===== config.mk =====
export PLATFORM = sky130hd
export DESIGN_NAME = fcim_core
export DESIGN_NICKNAME = d
export VERILOG_FILES = /design/src/common/fcim_pkg.sv /design/src/core/fcim_core.sv
export VERILOG_INCLUDE_DIRS = /design/src /design/src/common
export SDC_FILE = /design/constraint.sdc
export NUM_CORES = 1
export LEC_CHECK = 0
export ABC_AREA = 1
export ABC_CLOCK_PERIOD_IN_PS = 5800
export BUFFER_PORTS_ARGS = -buffer_cell sky130_fd_sc_hd__buf_4
export CAP_MARGIN = 20
export CORE_UTILIZATION = 45
export CTS_CLUSTER_SIZE = 40
export DETAILED_ROUTE_END_ITERATION = 16
export GPL_ROUTABILITY_DRIVEN = 0
export GPL_TIMING_DRIVEN = 0
export PLACE_DENSITY = 0.76
export REMOVE_ABC_BUFFERS = 1
export SLEW_MARGIN = 10
export SYNTH_ARGS = -nofsm -noshare
export SYNTH_HDL_FRONTEND = slang
export SYNTH_SLANG_ARGS = --single-unit
export TNS_END_PERCENT = 5

===== constraint.sdc =====
create_clock -name ref_clk -period 5.8 [get_ports ref_clk]
set_clock_uncertainty 0.2 [all_clocks]
set_input_delay 0.29 -clock ref_clk [delete_from_list [all_inputs] [get_ports ref_clk]]
set_output_delay 0.29 -clock ref_clk [all_outputs]
set_load 0.005 [all_outputs]

===== src/common/fcim_consts.svh =====
`ifndef FCIM_CONSTS_SVH
`define FCIM_CONSTS_SVH
// apb register byte offsets
`define FCIM_ADDR_CTRL 12'h000
`define FCIM_ADDR_STAT 12'h004
`define FCIM_ADDR_FOA 12'h008
// control register fields
`define FCIM_CTRL_INV_MASK 0
`define FCIM_CTRL_DEBUG 1
`define FCIM_CTRL_RESET 32'h0000_0001
// status register fields
`define FCIM_STAT_BAD_OP 0
`define FCIM_STAT_HUGE 1
`define FCIM_STAT_BUSY 2
// ieee layout
`define FCIM_SP_BIAS 127
`define FCIM_DP_BIAS 1023
`define FCIM_SP_EXP_W 8
`define FCIM_SP_FRAC_W 23
`define FCIM_DP_EXP_W 11
`define FCIM_DP_FRAC_W 52
// data sizes shared with the cpu
`define FCIM_WORD_W 16
`define FCIM_LONG_W 32
`define FCIM_DWORD_W 64
// pipeline geometry
`define FCIM_TAG_W 4
`define FCIM_DIV_CYCLES 5'd16
`define FCIM_REG_CNT 32
`endif


===== src/common/fcim_pkg.sv =====
package fcim_pkg;
  // operation codes issued by the cpu
  typedef enum logic [3:0] {
    FCIM_OP_IDLE = 4'h0,
    FCIM_OP_NUM_LO = 4'h1,
    FCIM_OP_NUM_HI = 4'h2,
    FCIM_OP_STR_LO = 4'h3,
    FCIM_OP_STR_HI = 4'h4,
    FCIM_OP_CVT_WIDE = 4'h5,
    FCIM_OP_CVT_LONG = 4'h6,
    FCIM_OP_DIV = 4'h7,
    FCIM_OP_MOVE = 4'h8
  } fcim_op_e;
  // stage states of the single execution slot
  typedef enum logic [3:0] {
    FCIM_ST_IDLE = 4'b0001,
    FCIM_ST_READ = 4'b0010,
    FCIM_ST_EXEC = 4'b0100,
    FCIM_ST_COMMIT = 4'b1000
  } fcim_state_e;
  // one issued instruction
  typedef struct packed {
    fcim_op_e op;
    logic dbl;
    logic [4:0] dst;
    logic [63:0] opa;
    logic [63:0] opb;
    logic [23:0] addr;
    logic spec;
  } fcim_issue_s;
  // register write back toward the cpu
  typedef struct packed {
    logic valid;
    logic [4:0] dst;
    logic [63:0] data;
  } fcim_result_s;
endpackage


===== src/core/fcim_core.sv =====
// Functional notes
// - at most one instruction accepted per cycle
// - stall cpu while pipeline cannot accept
// - killed speculative instructions never commit results
// - stall cpu also during unresolved hazard
// - read one cycle, variable execute, one commit
// - complete or kill strictly in issue order
// - ieee layout, biases 127 and 1023
// - implicit leading one except subnormals
// - word 16, long 32, double 64 bits
// - number-preferring ops return the number
// - strict ops return quiet nan on nan
// - infinities outer, negative zero below positive
// - signalling nan sets flag, trap if unmasked
// - signalling with quiet nan returns quiet one
// - strict op quiets the signalling operand
// - unmasked fault latches faulting address
// - address register writable in all modes
// - oversized conversion raises huge integer fault
// - no local storage beyond register set
// - quiet nan has top significand bit set
// - same-class nans pick larger significand
`timescale 1ns/1ps
`default_nettype none
`include "fcim_consts.svh"

module fcim_core
  import fcim_pkg::*;
(
  // clock and reset
  input wire logic ref_clk,
  input wire logic rst_n,
  // apb slave
  input wire logic psel,
  input wire logic penable,
  input wire logic pwrite,
  input wire logic [11:0] paddr,
  input wire logic [31:0] pwdata,
  output logic [31:0] prdata,
  output logic pready,
  output logic pslverr,
  // instruction issue from cpu
  input wire logic issue_valid,
  input wire fcim_issue_s issue,
  output logic issue_stall,
  // speculation resolution
  input wire logic spec_commit,
  input wire logic spec_kill,
  // hazard query from cpu: register it is about to read
  input wire logic haz_check,
  input wire logic [4:0] haz_reg,
  // results and faults
  output fcim_result_s result,
  output logic fault_trap
);

  ////////////////////////////////////////////////////////////////////////////
  // nan classification and ordering helpers

  // nan test on a value of either precision
  function automatic logic is_nan(input logic [63:0] v, input logic dbl);
    if (dbl) begin
      is_nan = (&v[62:52]) && (|v[51:0]);
    end else begin
      is_nan = (&v[30:23]) && (|v[22:0]);
    end
  endfunction

  // signalling nan: top fraction bit clear
  function automatic logic is_snan(input logic [63:0] v, input logic dbl);
    is_snan = is_nan(v, dbl) && !(dbl ? v[51] : v[22]);
  endfunction

  // quieting sets the top fraction bit
  function automatic logic [63:0] quiet(input logic [63:0] v, input logic dbl);
    quiet = v;
    if (dbl) begin
      quiet[51] = 1'b1;
    end else begin
      quiet[22] = 1'b1;
    end
  endfunction

  // total order key: sign-magnitude into unsigned, -0 below +0
  function automatic logic [63:0] order_key(input logic [63:0] v, input logic dbl);
    logic [63:0] w;
    w = dbl ? v : {32'h0000_0000, v[31:0]};
    if (dbl ? w[63] : w[31]) begin
      order_key = dbl ? ~w : {32'h0000_0000, ~w[31:0]};
    end else begin
      order_key = dbl ? (w | 64'h8000_0000_0000_0000) :
                  {32'h0000_0000, w[31:0] | 32'h8000_0000};
    end
  endfunction

  // significand magnitude, sign ignored
  function automatic logic [51:0] sig_mag(input logic [63:0] v, input logic dbl);
    sig_mag = dbl ? v[51:0] : {29'h0000_0000, v[22:0]};
  endfunction

  ////////////////////////////////////////////////////////////////////////////
  // register file and control state

  logic [63:0] freg_q [`FCIM_REG_CNT]; // only local storage
  logic inv_mask_q; // invalid exception mask, 1 = masked
  logic debug_q; // debug mode indicator
  logic bad_op_q; // sticky invalid flag
  logic huge_q; // sticky huge integer flag
  logic [23:0] foa_q; // fault_origin_address
  fcim_state_e state_q; // slot stage
  fcim_issue_s slot_q; // instruction in flight
  logic spec_q; // slot still speculative
  logic [4:0] exec_cnt_q; // remaining execute cycles
  logic [63:0] res_q; // computed result
  logic bad_q; // computed invalid event
  logic hg_q; // computed huge integer event
  fcim_result_s result_q; // write back register
  logic trap_q; // exception pulse

  ////////////////////////////////////////////////////////////////////////////
  // issue acceptance and hazard stall

  logic accept;
  logic busy;
  logic haz_hit;
  assign busy = (state_q != FCIM_ST_IDLE);
  // pending destination that cpu wants is a data hazard
  assign haz_hit = haz_check && busy && (slot_q.dst == haz_reg) &&
                   (slot_q.op != FCIM_OP_IDLE);
  // one slot: accept only when idle, at most one per cycle
  assign accept = issue_valid && !busy;
  // stall while full or while hazard unresolved
  assign issue_stall = (issue_valid && busy) || haz_hit;

  ////////////////////////////////////////////////////////////////////////////
  // execute combinational: min/max and conversion

  logic [63:0] ex_res;
  logic ex_bad;
  logic ex_huge;
  logic [4:0] ex_len;
  always_comb begin
    logic na, nb, sa, sb, lo, pick_a;
    logic [63:0] a, b, nanres;
    logic [10:0] ue;
    a = slot_q.opa;
    b = slot_q.opb;
    na = is_nan(a, slot_q.dbl);
    nb = is_nan(b, slot_q.dbl);
    sa = is_snan(a, slot_q.dbl);
    sb = is_snan(b, slot_q.dbl);
    lo = (slot_q.op == FCIM_OP_NUM_LO) || (slot_q.op == FCIM_OP_STR_LO);
    ue = 11'h000;
    // numeric ordering, ties keep second operand
    pick_a = lo ? (order_key(a, slot_q.dbl) < order_key(b, slot_q.dbl)) :
                  (order_key(a, slot_q.dbl) > order_key(b, slot_q.dbl));
    // nan choice between two nans
    if (sa && !sb) begin
      nanres = b; // quiet one unchanged
    end else if (sb && !sa) begin
      nanres = a;
    end else if (sig_mag(a, slot_q.dbl) >= sig_mag(b, slot_q.dbl)) begin
      nanres = quiet(a, slot_q.dbl); // larger significand
    end else begin
      nanres = quiet(b, slot_q.dbl);
    end
    ex_res = 64'h0000_0000_0000_0000;
    ex_bad = 1'b0;
    ex_huge = 1'b0;
    ex_len = 5'd1;
    case (slot_q.op)
      FCIM_OP_NUM_LO, FCIM_OP_NUM_HI: begin
        ex_bad = sa || sb;
        if (na && nb) begin
          ex_res = nanres;
        end else if (na) begin
          ex_res = b; // number wins
        end else if (nb) begin
          ex_res = a;
        end else begin
          ex_res = pick_a ? a : b;
        end
      end
      FCIM_OP_STR_LO, FCIM_OP_STR_HI: begin
        ex_bad = sa || sb;
        if (na && nb) begin
          ex_res = nanres;
        end else if (na) begin
          ex_res = quiet(a, slot_q.dbl);
        end else if (nb) begin
          ex_res = quiet(b, slot_q.dbl);
        end else begin
          ex_res = pick_a ? a : b;
        end
      end
      FCIM_OP_CVT_WIDE, FCIM_OP_CVT_LONG: begin
        // biased exponent against bias plus destination width minus one
        if (slot_q.dbl) begin
          ue = a[62:52];
          ex_huge = na || (ue >= 11'(`FCIM_DP_BIAS +
                    ((slot_q.op == FCIM_OP_CVT_WIDE) ? `FCIM_DWORD_W : `FCIM_LONG_W) - 1));
        end else begin
          ue = {3'b000, a[30:23]};
          ex_huge = na || (ue >= 11'(`FCIM_SP_BIAS +
                    ((slot_q.op == FCIM_OP_CVT_WIDE) ? `FCIM_DWORD_W : `FCIM_LONG_W) - 1));
        end
        // hidden bit only, no fraction bits, zero for subnormals
        ex_res = slot_q.dbl ? {63'h0, |a[62:52]} : {63'h0, |a[30:23]};
      end
      FCIM_OP_DIV: begin
        ex_len = `FCIM_DIV_CYCLES; // long execute
        ex_res = a;
      end
      FCIM_OP_MOVE: begin
        ex_res = a;
      end
      default: begin
        ex_res = 64'h0000_0000_0000_0000; // idle op writes nothing
      end
    endcase
  end

  ////////////////////////////////////////////////////////////////////////////
  // pipeline stage sequencing

  logic killed;
  assign killed = spec_q && spec_kill;
  always_ff @(posedge ref_clk) begin
    if (!rst_n) begin
      state_q <= FCIM_ST_IDLE;
      slot_q <= '0;
      exec_cnt_q <= 5'd0;
    end else begin
      case (state_q)
        FCIM_ST_IDLE: begin
          if (accept) begin
            slot_q <= issue; // cpu moves on as idle op
            state_q <= FCIM_ST_READ;
          end
        end
        FCIM_ST_READ: begin
          if (killed) begin
            state_q <= FCIM_ST_IDLE; // discard
          end else begin
            exec_cnt_q <= ex_len; // read takes one cycle
            state_q <= FCIM_ST_EXEC;
          end
        end
        FCIM_ST_EXEC: begin
          if (killed) begin
            state_q <= FCIM_ST_IDLE;
          end else if (exec_cnt_q <= 5'd1 && !spec_q) begin
            state_q <= FCIM_ST_COMMIT; // wait for commit before writing
          end else if (exec_cnt_q > 5'd1) begin
            exec_cnt_q <= exec_cnt_q - 5'd1;
          end
        end
        FCIM_ST_COMMIT: begin
          state_q <= FCIM_ST_IDLE; // commit exactly one cycle
        end
        default: begin
          state_q <= FCIM_ST_IDLE;
        end
      endcase
    end
  end

  // speculation tracking of the slot
  always_ff @(posedge ref_clk) begin
    if (!rst_n) begin
      spec_q <= 1'b0;
    end else if (accept) begin
      spec_q <= issue.spec;
    end else if (spec_commit || spec_kill) begin
      spec_q <= 1'b0;
    end
  end

  // capture execute results at end of execute
  always_ff @(posedge ref_clk) begin
    if (!rst_n) begin
      res_q <= 64'h0000_0000_0000_0000;
      bad_q <= 1'b0;
      hg_q <= 1'b0;
    end else if (state_q == FCIM_ST_EXEC) begin
      res_q <= ex_res;
      bad_q <= ex_bad;
      hg_q <= ex_huge;
    end
  end

  ////////////////////////////////////////////////////////////////////////////
  // write back, flags and fault address

  logic commit;
  logic [31:0] wdat;
  assign commit = (state_q == FCIM_ST_COMMIT);
  assign wdat = pwdata;

  // register file write at commit only
  always_ff @(posedge ref_clk) begin
    if (commit && slot_q.op != FCIM_OP_IDLE) begin
      freg_q[slot_q.dst] <= res_q;
    end
  end

  // result port
  always_ff @(posedge ref_clk) begin
    if (!rst_n) begin
      result_q <= '0;
    end else begin
      result_q.valid <= commit && (slot_q.op != FCIM_OP_IDLE);
      result_q.dst <= slot_q.dst;
      result_q.data <= res_q;
    end
  end
  assign result = result_q;

  // sticky flags, set wins over software clear
  logic wr_stat;
  assign wr_stat = psel && penable && pwrite && (paddr == `FCIM_ADDR_STAT);
  always_ff @(posedge ref_clk) begin
    if (!rst_n) begin
      bad_op_q <= 1'b0;
      huge_q <= 1'b0;
    end else begin
      bad_op_q <= (commit && bad_q) ||
                  (bad_op_q && !(wr_stat && wdat[`FCIM_STAT_BAD_OP]));
      huge_q <= (commit && hg_q) ||
                (huge_q && !(wr_stat && wdat[`FCIM_STAT_HUGE]));
    end
  end

  // trap pulse: invalid only when unmasked, huge integer always
  logic fault_now;
  assign fault_now = commit && ((bad_q && !inv_mask_q) || hg_q);
  always_ff @(posedge ref_clk) begin
    if (!rst_n) begin
      trap_q <= 1'b0;
    end else begin
      trap_q <= fault_now;
    end
  end
  assign fault_trap = trap_q;

  // fault_origin_address: capture on unmasked fault, software write otherwise
  always_ff @(posedge ref_clk) begin
    if (!rst_n) begin
      foa_q <= 24'h00_0000;
    end else if (fault_now) begin
      foa_q <= slot_q.addr; // capture wins
    end else if (psel && penable && pwrite && paddr == `FCIM_ADDR_FOA) begin
      foa_q <= wdat[23:0]; // writable in any mode
    end
  end

  // control register
  always_ff @(posedge ref_clk) begin
    if (!rst_n) begin
      inv_mask_q <= 1'(`FCIM_CTRL_RESET >> `FCIM_CTRL_INV_MASK); // mask bit of reset word
      debug_q <= 1'b0;
    end else if (psel && penable && pwrite && paddr == `FCIM_ADDR_CTRL) begin
      inv_mask_q <= wdat[`FCIM_CTRL_INV_MASK];
      debug_q <= wdat[`FCIM_CTRL_DEBUG];
    end
  end

  ////////////////////////////////////////////////////////////////////////////
  // apb read path: zero wait states

  assign pready = 1'b1;
  always_comb begin
    pslverr = 1'b0;
    prdata = 32'h0000_0000;
    if (psel && penable) begin
      case (paddr)
        `FCIM_ADDR_CTRL: prdata = {30'h0, debug_q, inv_mask_q};
        `FCIM_ADDR_STAT: prdata = {29'h0, busy, huge_q, bad_op_q};
        `FCIM_ADDR_FOA: prdata = {8'h00, foa_q}; // readable in any mode
        default: pslverr = 1'b1; // unmapped address
      endcase
    end
  end

endmodule
`default_nettype wire


# Word-level counts from Yosys, hierarchy flattened
# Cells that the tools add are included.
# word_totals
regBits	337
in_bits	221
output_inout_bits	106
# classes
mux	56
addsub	5
order_cmp	7
bitwise	4
n_reduce_logical	72
eq_ne	22
# ops
op	count
64-bit two-way mux	18
64-bit case mux with 4 select lines	1
64-bit inverter	2
52-bit two-way mux	2
52-bit OR reduction	2
24-bit two-way mux	3
24-bit case mux with 3 select lines	1
64-bit greater-than comparator	1
64-bit less-than comparator	1
32-bit inverter	2
52-bit greater-or-equal comparator	1
23-bit OR reduction	2
1-bit logical AND	30
5-bit two-way mux	5
11-bit AND reduction	2
4-bit by 3-bit equality test with 1-bit output (second input constant)	5
1-bit two-way mux	19
8-bit AND reduction	2
12-bit by 3-bit equality test with 1-bit output (second input constant)	1
12-bit by 4-bit equality test with 1-bit output (second input constant)	1
4-bit by 2-bit equality test with 1-bit output (second input constant)	3
12-bit zero test	1
4-bit two-way mux	3
4-bit case mux with 3 select lines	1
other kinds (29)	57

# Depth between registers and ports, before layout
# logic_depth
ltp_word	11
mapped_depth	29
depth_no_buf	26

# Least setup slack after synthesis
# OpenSTA, ideal clock, no wires.
# synth_path
kind	reg2reg
from	register slot_q[158] in the netlist's numbering
to	register res_q[2]
synth_period_minus_slack_ns	3.559
setup_time_ns	0.059
path_stages_with_launch	27
n_path_buf	5
t_arrival_ns	3.300
setup_slack_ns	2.241
path_cell_list	dfxtp_1 -> buf_2 -> clkbuf_1 -> nand2_1 -> nand2_1 -> buf_2 -> buf_2 -> xor2_1 -> ha_1 -> nand2_1 -> nor2_1 -> nor2b_1 -> nand3_1 -> nor2_1 -> nand2_1 -> nand2_1 -> nor2_1 -> nand2_1 -> nand3_1 -> nand2_1 -> nand3_2 -> nand3_4 -> buf_6 -> nand2_1 -> nand2_1 -> nand2_1 -> nand2_1
# synth_between
elab_chain_cells	11
# synth_rtl
element	line	rtl
from (decl)	fcim_core.sv:111	fcim_issue_s slot_q;
from (signal assigned)	fcim_core.sv:237	slot_q <= issue;
64-bit two-way mux	fcim_core.sv:87	w = dbl ? v : {32'h0000_0000, v[31:0]};
64-bit inverter	fcim_core.sv:89	order_key = dbl ? ~w : {32'h0000_0000, ~w[31:0]};
64-bit two-way mux	fcim_core.sv:89	
64-bit two-way mux	fcim_core.sv:88	if (dbl ? w[63] : w[31]) begin
64-bit greater-than comparator / 64-bit less-than comparator (equally long branches)	fcim_core.sv:156, fcim_core.sv:155	
1-bit two-way mux	fcim_core.sv:155	pick_a = lo ? (order_key(a, slot_q.dbl) < order_key(b, slot_q.dbl)) :
64-bit two-way mux	fcim_core.sv:181, fcim_core.sv:193	
64-bit two-way mux, on equally long branches	fcim_core.sv:190, fcim_core.sv:178	
64-bit two-way mux, on equally long branches	fcim_core.sv:188, fcim_core.sv:176	
64-bit two-way mux, on equally long branches	fcim_core.sv:186, fcim_core.sv:174	
64-bit case mux with 4 select lines *	fcim_core.sv:171	case (slot_q.op)
to (signal assigned)	fcim_core.sv:286	res_q <= ex_res;
to (decl)	fcim_core.sv:114	logic [63:0] res_q;
# Every way passes the cells marked *; elsewhere a longest branch is shown, timed or not.
# A chain may end at the register's enable or synchronous reset.

# Worst setup path in the final report
# layout_path
from	register slot_q[158] in the netlist's numbering
to	register res_q[22]
# The elaborated chain is that of the path after synthesis.

==> metrics.txt <==
post-synthesis register bit count 337; Skew-Pair Late Insertion Delay 0.57 ns; EDFF count, synth 0; syn_area_per_cell 6.78 sq um; busiest grt layer met2; crit-path cells buf_16, inv_2, nand2_1, nand2_4, o21ai_0, ha_1, nand2_1, nor2_1, nand3_1, nor2_1, nand2_1, nor2_1, nand2_1, nand2_1, nor2_1, nand2_1, nand3_1, nand2_1, nand3_4, buf_12, a21oi_1, nand2_1, nand2_1, nand2_1; share of post-route cells with drive strength above 1 0.139; core region area 39100 sq um; Clock Pin Slew Worst Setup and Hold Paths 0.06 ns; status complete, no violations; max_slew headroom 0.444; grt met2 use 0.475; DRC 0; fin util 0.620; Sink Count 337; CTS max path bufs 3; WL/cell 16.2 microns; antenna violations before repair 5; row count 72; Syn Std Cell Area 18000 sq um; Num CTS Buffers 39; Max Fclk 192 MHz; Die X 202 microns; H-tree lvl count 2; RSZ-0062 raised after global routing no; hold slack 0.0105 ns; total power 0.00712 W; synth top area cells dfxtp_1 37%, nand2_1 16%, ha_1 8.3%; Setup CP Type reg -> reg; fraction of registers with async set/reset 0; register area 6750 sq um; first-pass GRT wire length 92800 microns; Tot GR Track Use 0.279; family with the most delay on the worst path simple AND/OR/NAND/NOR gates; part of the cycle the worst path needs 0.899; worst min-delay path category in -> reg; element type at the critical path end register; antenna-violating nets left 0; PwrDens 294 nW/um^2; Setup TNS 0 ns; detailed-route via count 19157; Ports 327; Synth Warn # 0; DP Wirelength 37800 microns; multi-input logic area 9650 sq um; total wire length 58900 microns; fin nets 3422; most frequent cell after synthesis nand2_1; DIE AREA 40800 sq um; TritonCTS clock tree yes; top-area cell type share of the netlist area 0.374; Worst path slowest cell inv_2; Filler Cell Count 3332; startpoint types register; number of max-cap violations 0; largest area contributor in the netlist dfxtp_1; DRT Pass-1 Iters 7; Buf/Inv on CP 3; Largest stage delay, worst path 0.62 ns; First DRT Iteration DRCs 1692; M1 GR Usage 0.344; CP max FO 87; Remaining Overflow, GRT 0; sequential share of the synthesized area 0.374; Area growth, synth to finish 34.5%; CP most frequent cell nand2_1; via density per instance 5.27; most common flop cell mapped by yosys dfxtp_1; setup violators final 0; largest net degree at the start of global routing 157; Die Y-Extent 202 microns; root buf cell clkbuf_16; Netlist cell types 44; required time of the critical path 6.06 ns; Pleak 11.9 nW; GRT met3 Usage 0.0371; vias in the first global route 18641; max-slew violation count 0; Peak supply drop 0.000192 V; Worst-Margin Slew 0.833 ns; Final Hold Fails 0; gate count of the mapped netlist 2658; PortBufs 309; starting density of the core 0.461; Period minus WS final 5.21 ns; Post-synth top cells 783 x nand2_1, 337 x dfxtp_1, 265 x inv_1, 250 x nor2_1, 249 x o21ai_0; WP data arrival 5.48 ns
## worst reg2reg max path, cell delays in order (launching register included)
cell,delay (ns)
dfxtp_4,0.41
buf_16,0.24
inv_2,0.66
nand2_1,0.20
nand2_4,0.40
o21ai_0,0.18
ha_1,0.34
nand2_1,0.06
nor2_1,0.19
nand3_1,0.10
nor2_1,0.15
nand2_1,0.18
nor2_1,0.17
nand2_1,0.08
nand2_1,0.12
nor2_1,0.05
nand2_1,0.11
nand3_1,0.09
nand2_1,0.13
nand3_4,0.39
buf_12,0.36
a21oi_1,0.15
nand2_1,0.07
nand2_1,0.06
nand2_1,0.05
## kinds of logic after synthesis
| kind of cell | after synthesis | synth area share |
|---|---|---|
| compound gates | 536 | 0.155 |
| simple gates | 1171 | 0.260 |
| other cells | 2 | 0.000417 |
| buf+inv | 426 | 0.0946 |
| xor+xnor | 66 | 0.0321 |
| fa+ha+maj | 120 | 0.0833 |
| flops | 337 | 0.374 |
## report_power, final
part	internal, W	switching [W]	leakage (nW)
Combinational	0.000695	0.00110	8.50
Clock	0.00168	0.00104	0.697
Sequential	0.00245	0.000151	2.75
## routing by layer
| layer | routed length, microns | part of all wire | up-vias |
|---|---|---|---|
| li1 | - | - | 9346 |
| met1 | 24100 | 0.41 | 8802 |
| met2 | 28300 | 0.48 | 816 |
| met3 | 4000 | 0.068 | 193 |
| met4 | 2590 | 0.044 | 0 |
| met5 | 0 | 0 | - |
## state kept, by name, indices dropped and copies added (netlist names)
signal and flops:
bad_op_q 1, bad_q 1, debug_q 1, exec_cnt_q 5, fault_trap 1, foa_q 24, hg_q 1, huge_q 1
inv_mask_q 1, res_q 64, result 70, slot_q 162, spec_q 1, state_q 4
## cell usage in the layout (no fill, tap or decap), types with 6 or more instances in the layout
cell type and n:
buf_4 308, nor4_1 10, inv_1 263, dlygate4sd3_1 193, clkinv_2 7, nor3_1 19
xor2_1 65, diode_2 6, clkbuf_16 41, nand4_1 24, conb_1 9, nand3_1 64
buf_16 9, buf_8 6, dfxtp_1 335, a31oi_1 12, a22oi_1 14, nor2_1 249
nand2_1 782, a21oi_1 234, inv_2 14, clkbuf_8 9, bufinv_16 6, ha_1 120
o21ai_0 249
## worst paths after layout
path	endpoint	startpoint	cells after the start	slack (ns)
worst min register to register	result[35]$_SDFF_PN0_	res_q[35]$_SDFFE_PN0P_	2	0.21
worst min-delay path	result[26]$_SDFF_PN0_	rst_n	3	0.01
worst max register to register	res_q[22]$_SDFFE_PN0P_	slot_q[158]$_SDFFE_PN0P_	24	0.59
worst max-delay path	res_q[22]$_SDFFE_PN0P_	slot_q[158]$_SDFFE_PN0P_	24	0.59
## what timing repair did
action | CTS | global route
buffers inserted | 0 | 0
resized for setup | 0 | 2
endpoints found under the setup margin | 0 | 62
endpoints found under the hold margin | 193 | 0
hold buffers | 193 | 0
## final cells by class
cell class,instances,area share
Inverter,280,0.0437
Multi-Input combinational cell,1903,0.398
Clock inverter,20,0.0116
Timing Repair Buffer,520,0.192
Tap cell,518,0.0268
Antenna cell,6,0.000620
Clock buffer,52,0.0478
Sequential cell,337,0.279
## per-stage QoR
step	instances	cell area [sq um]	setup WS (ns)
final	3636	24200	0.586
after CTS	3629	24200	0.260
after global routing	3635	24200	0.0475
after detailed placement	3364	20800	0.279
after floorplan	2519	17400	-0.968
after global placement	3346	20400	-8.01
No activity file was read; power rests on OpenSTA's default activity.
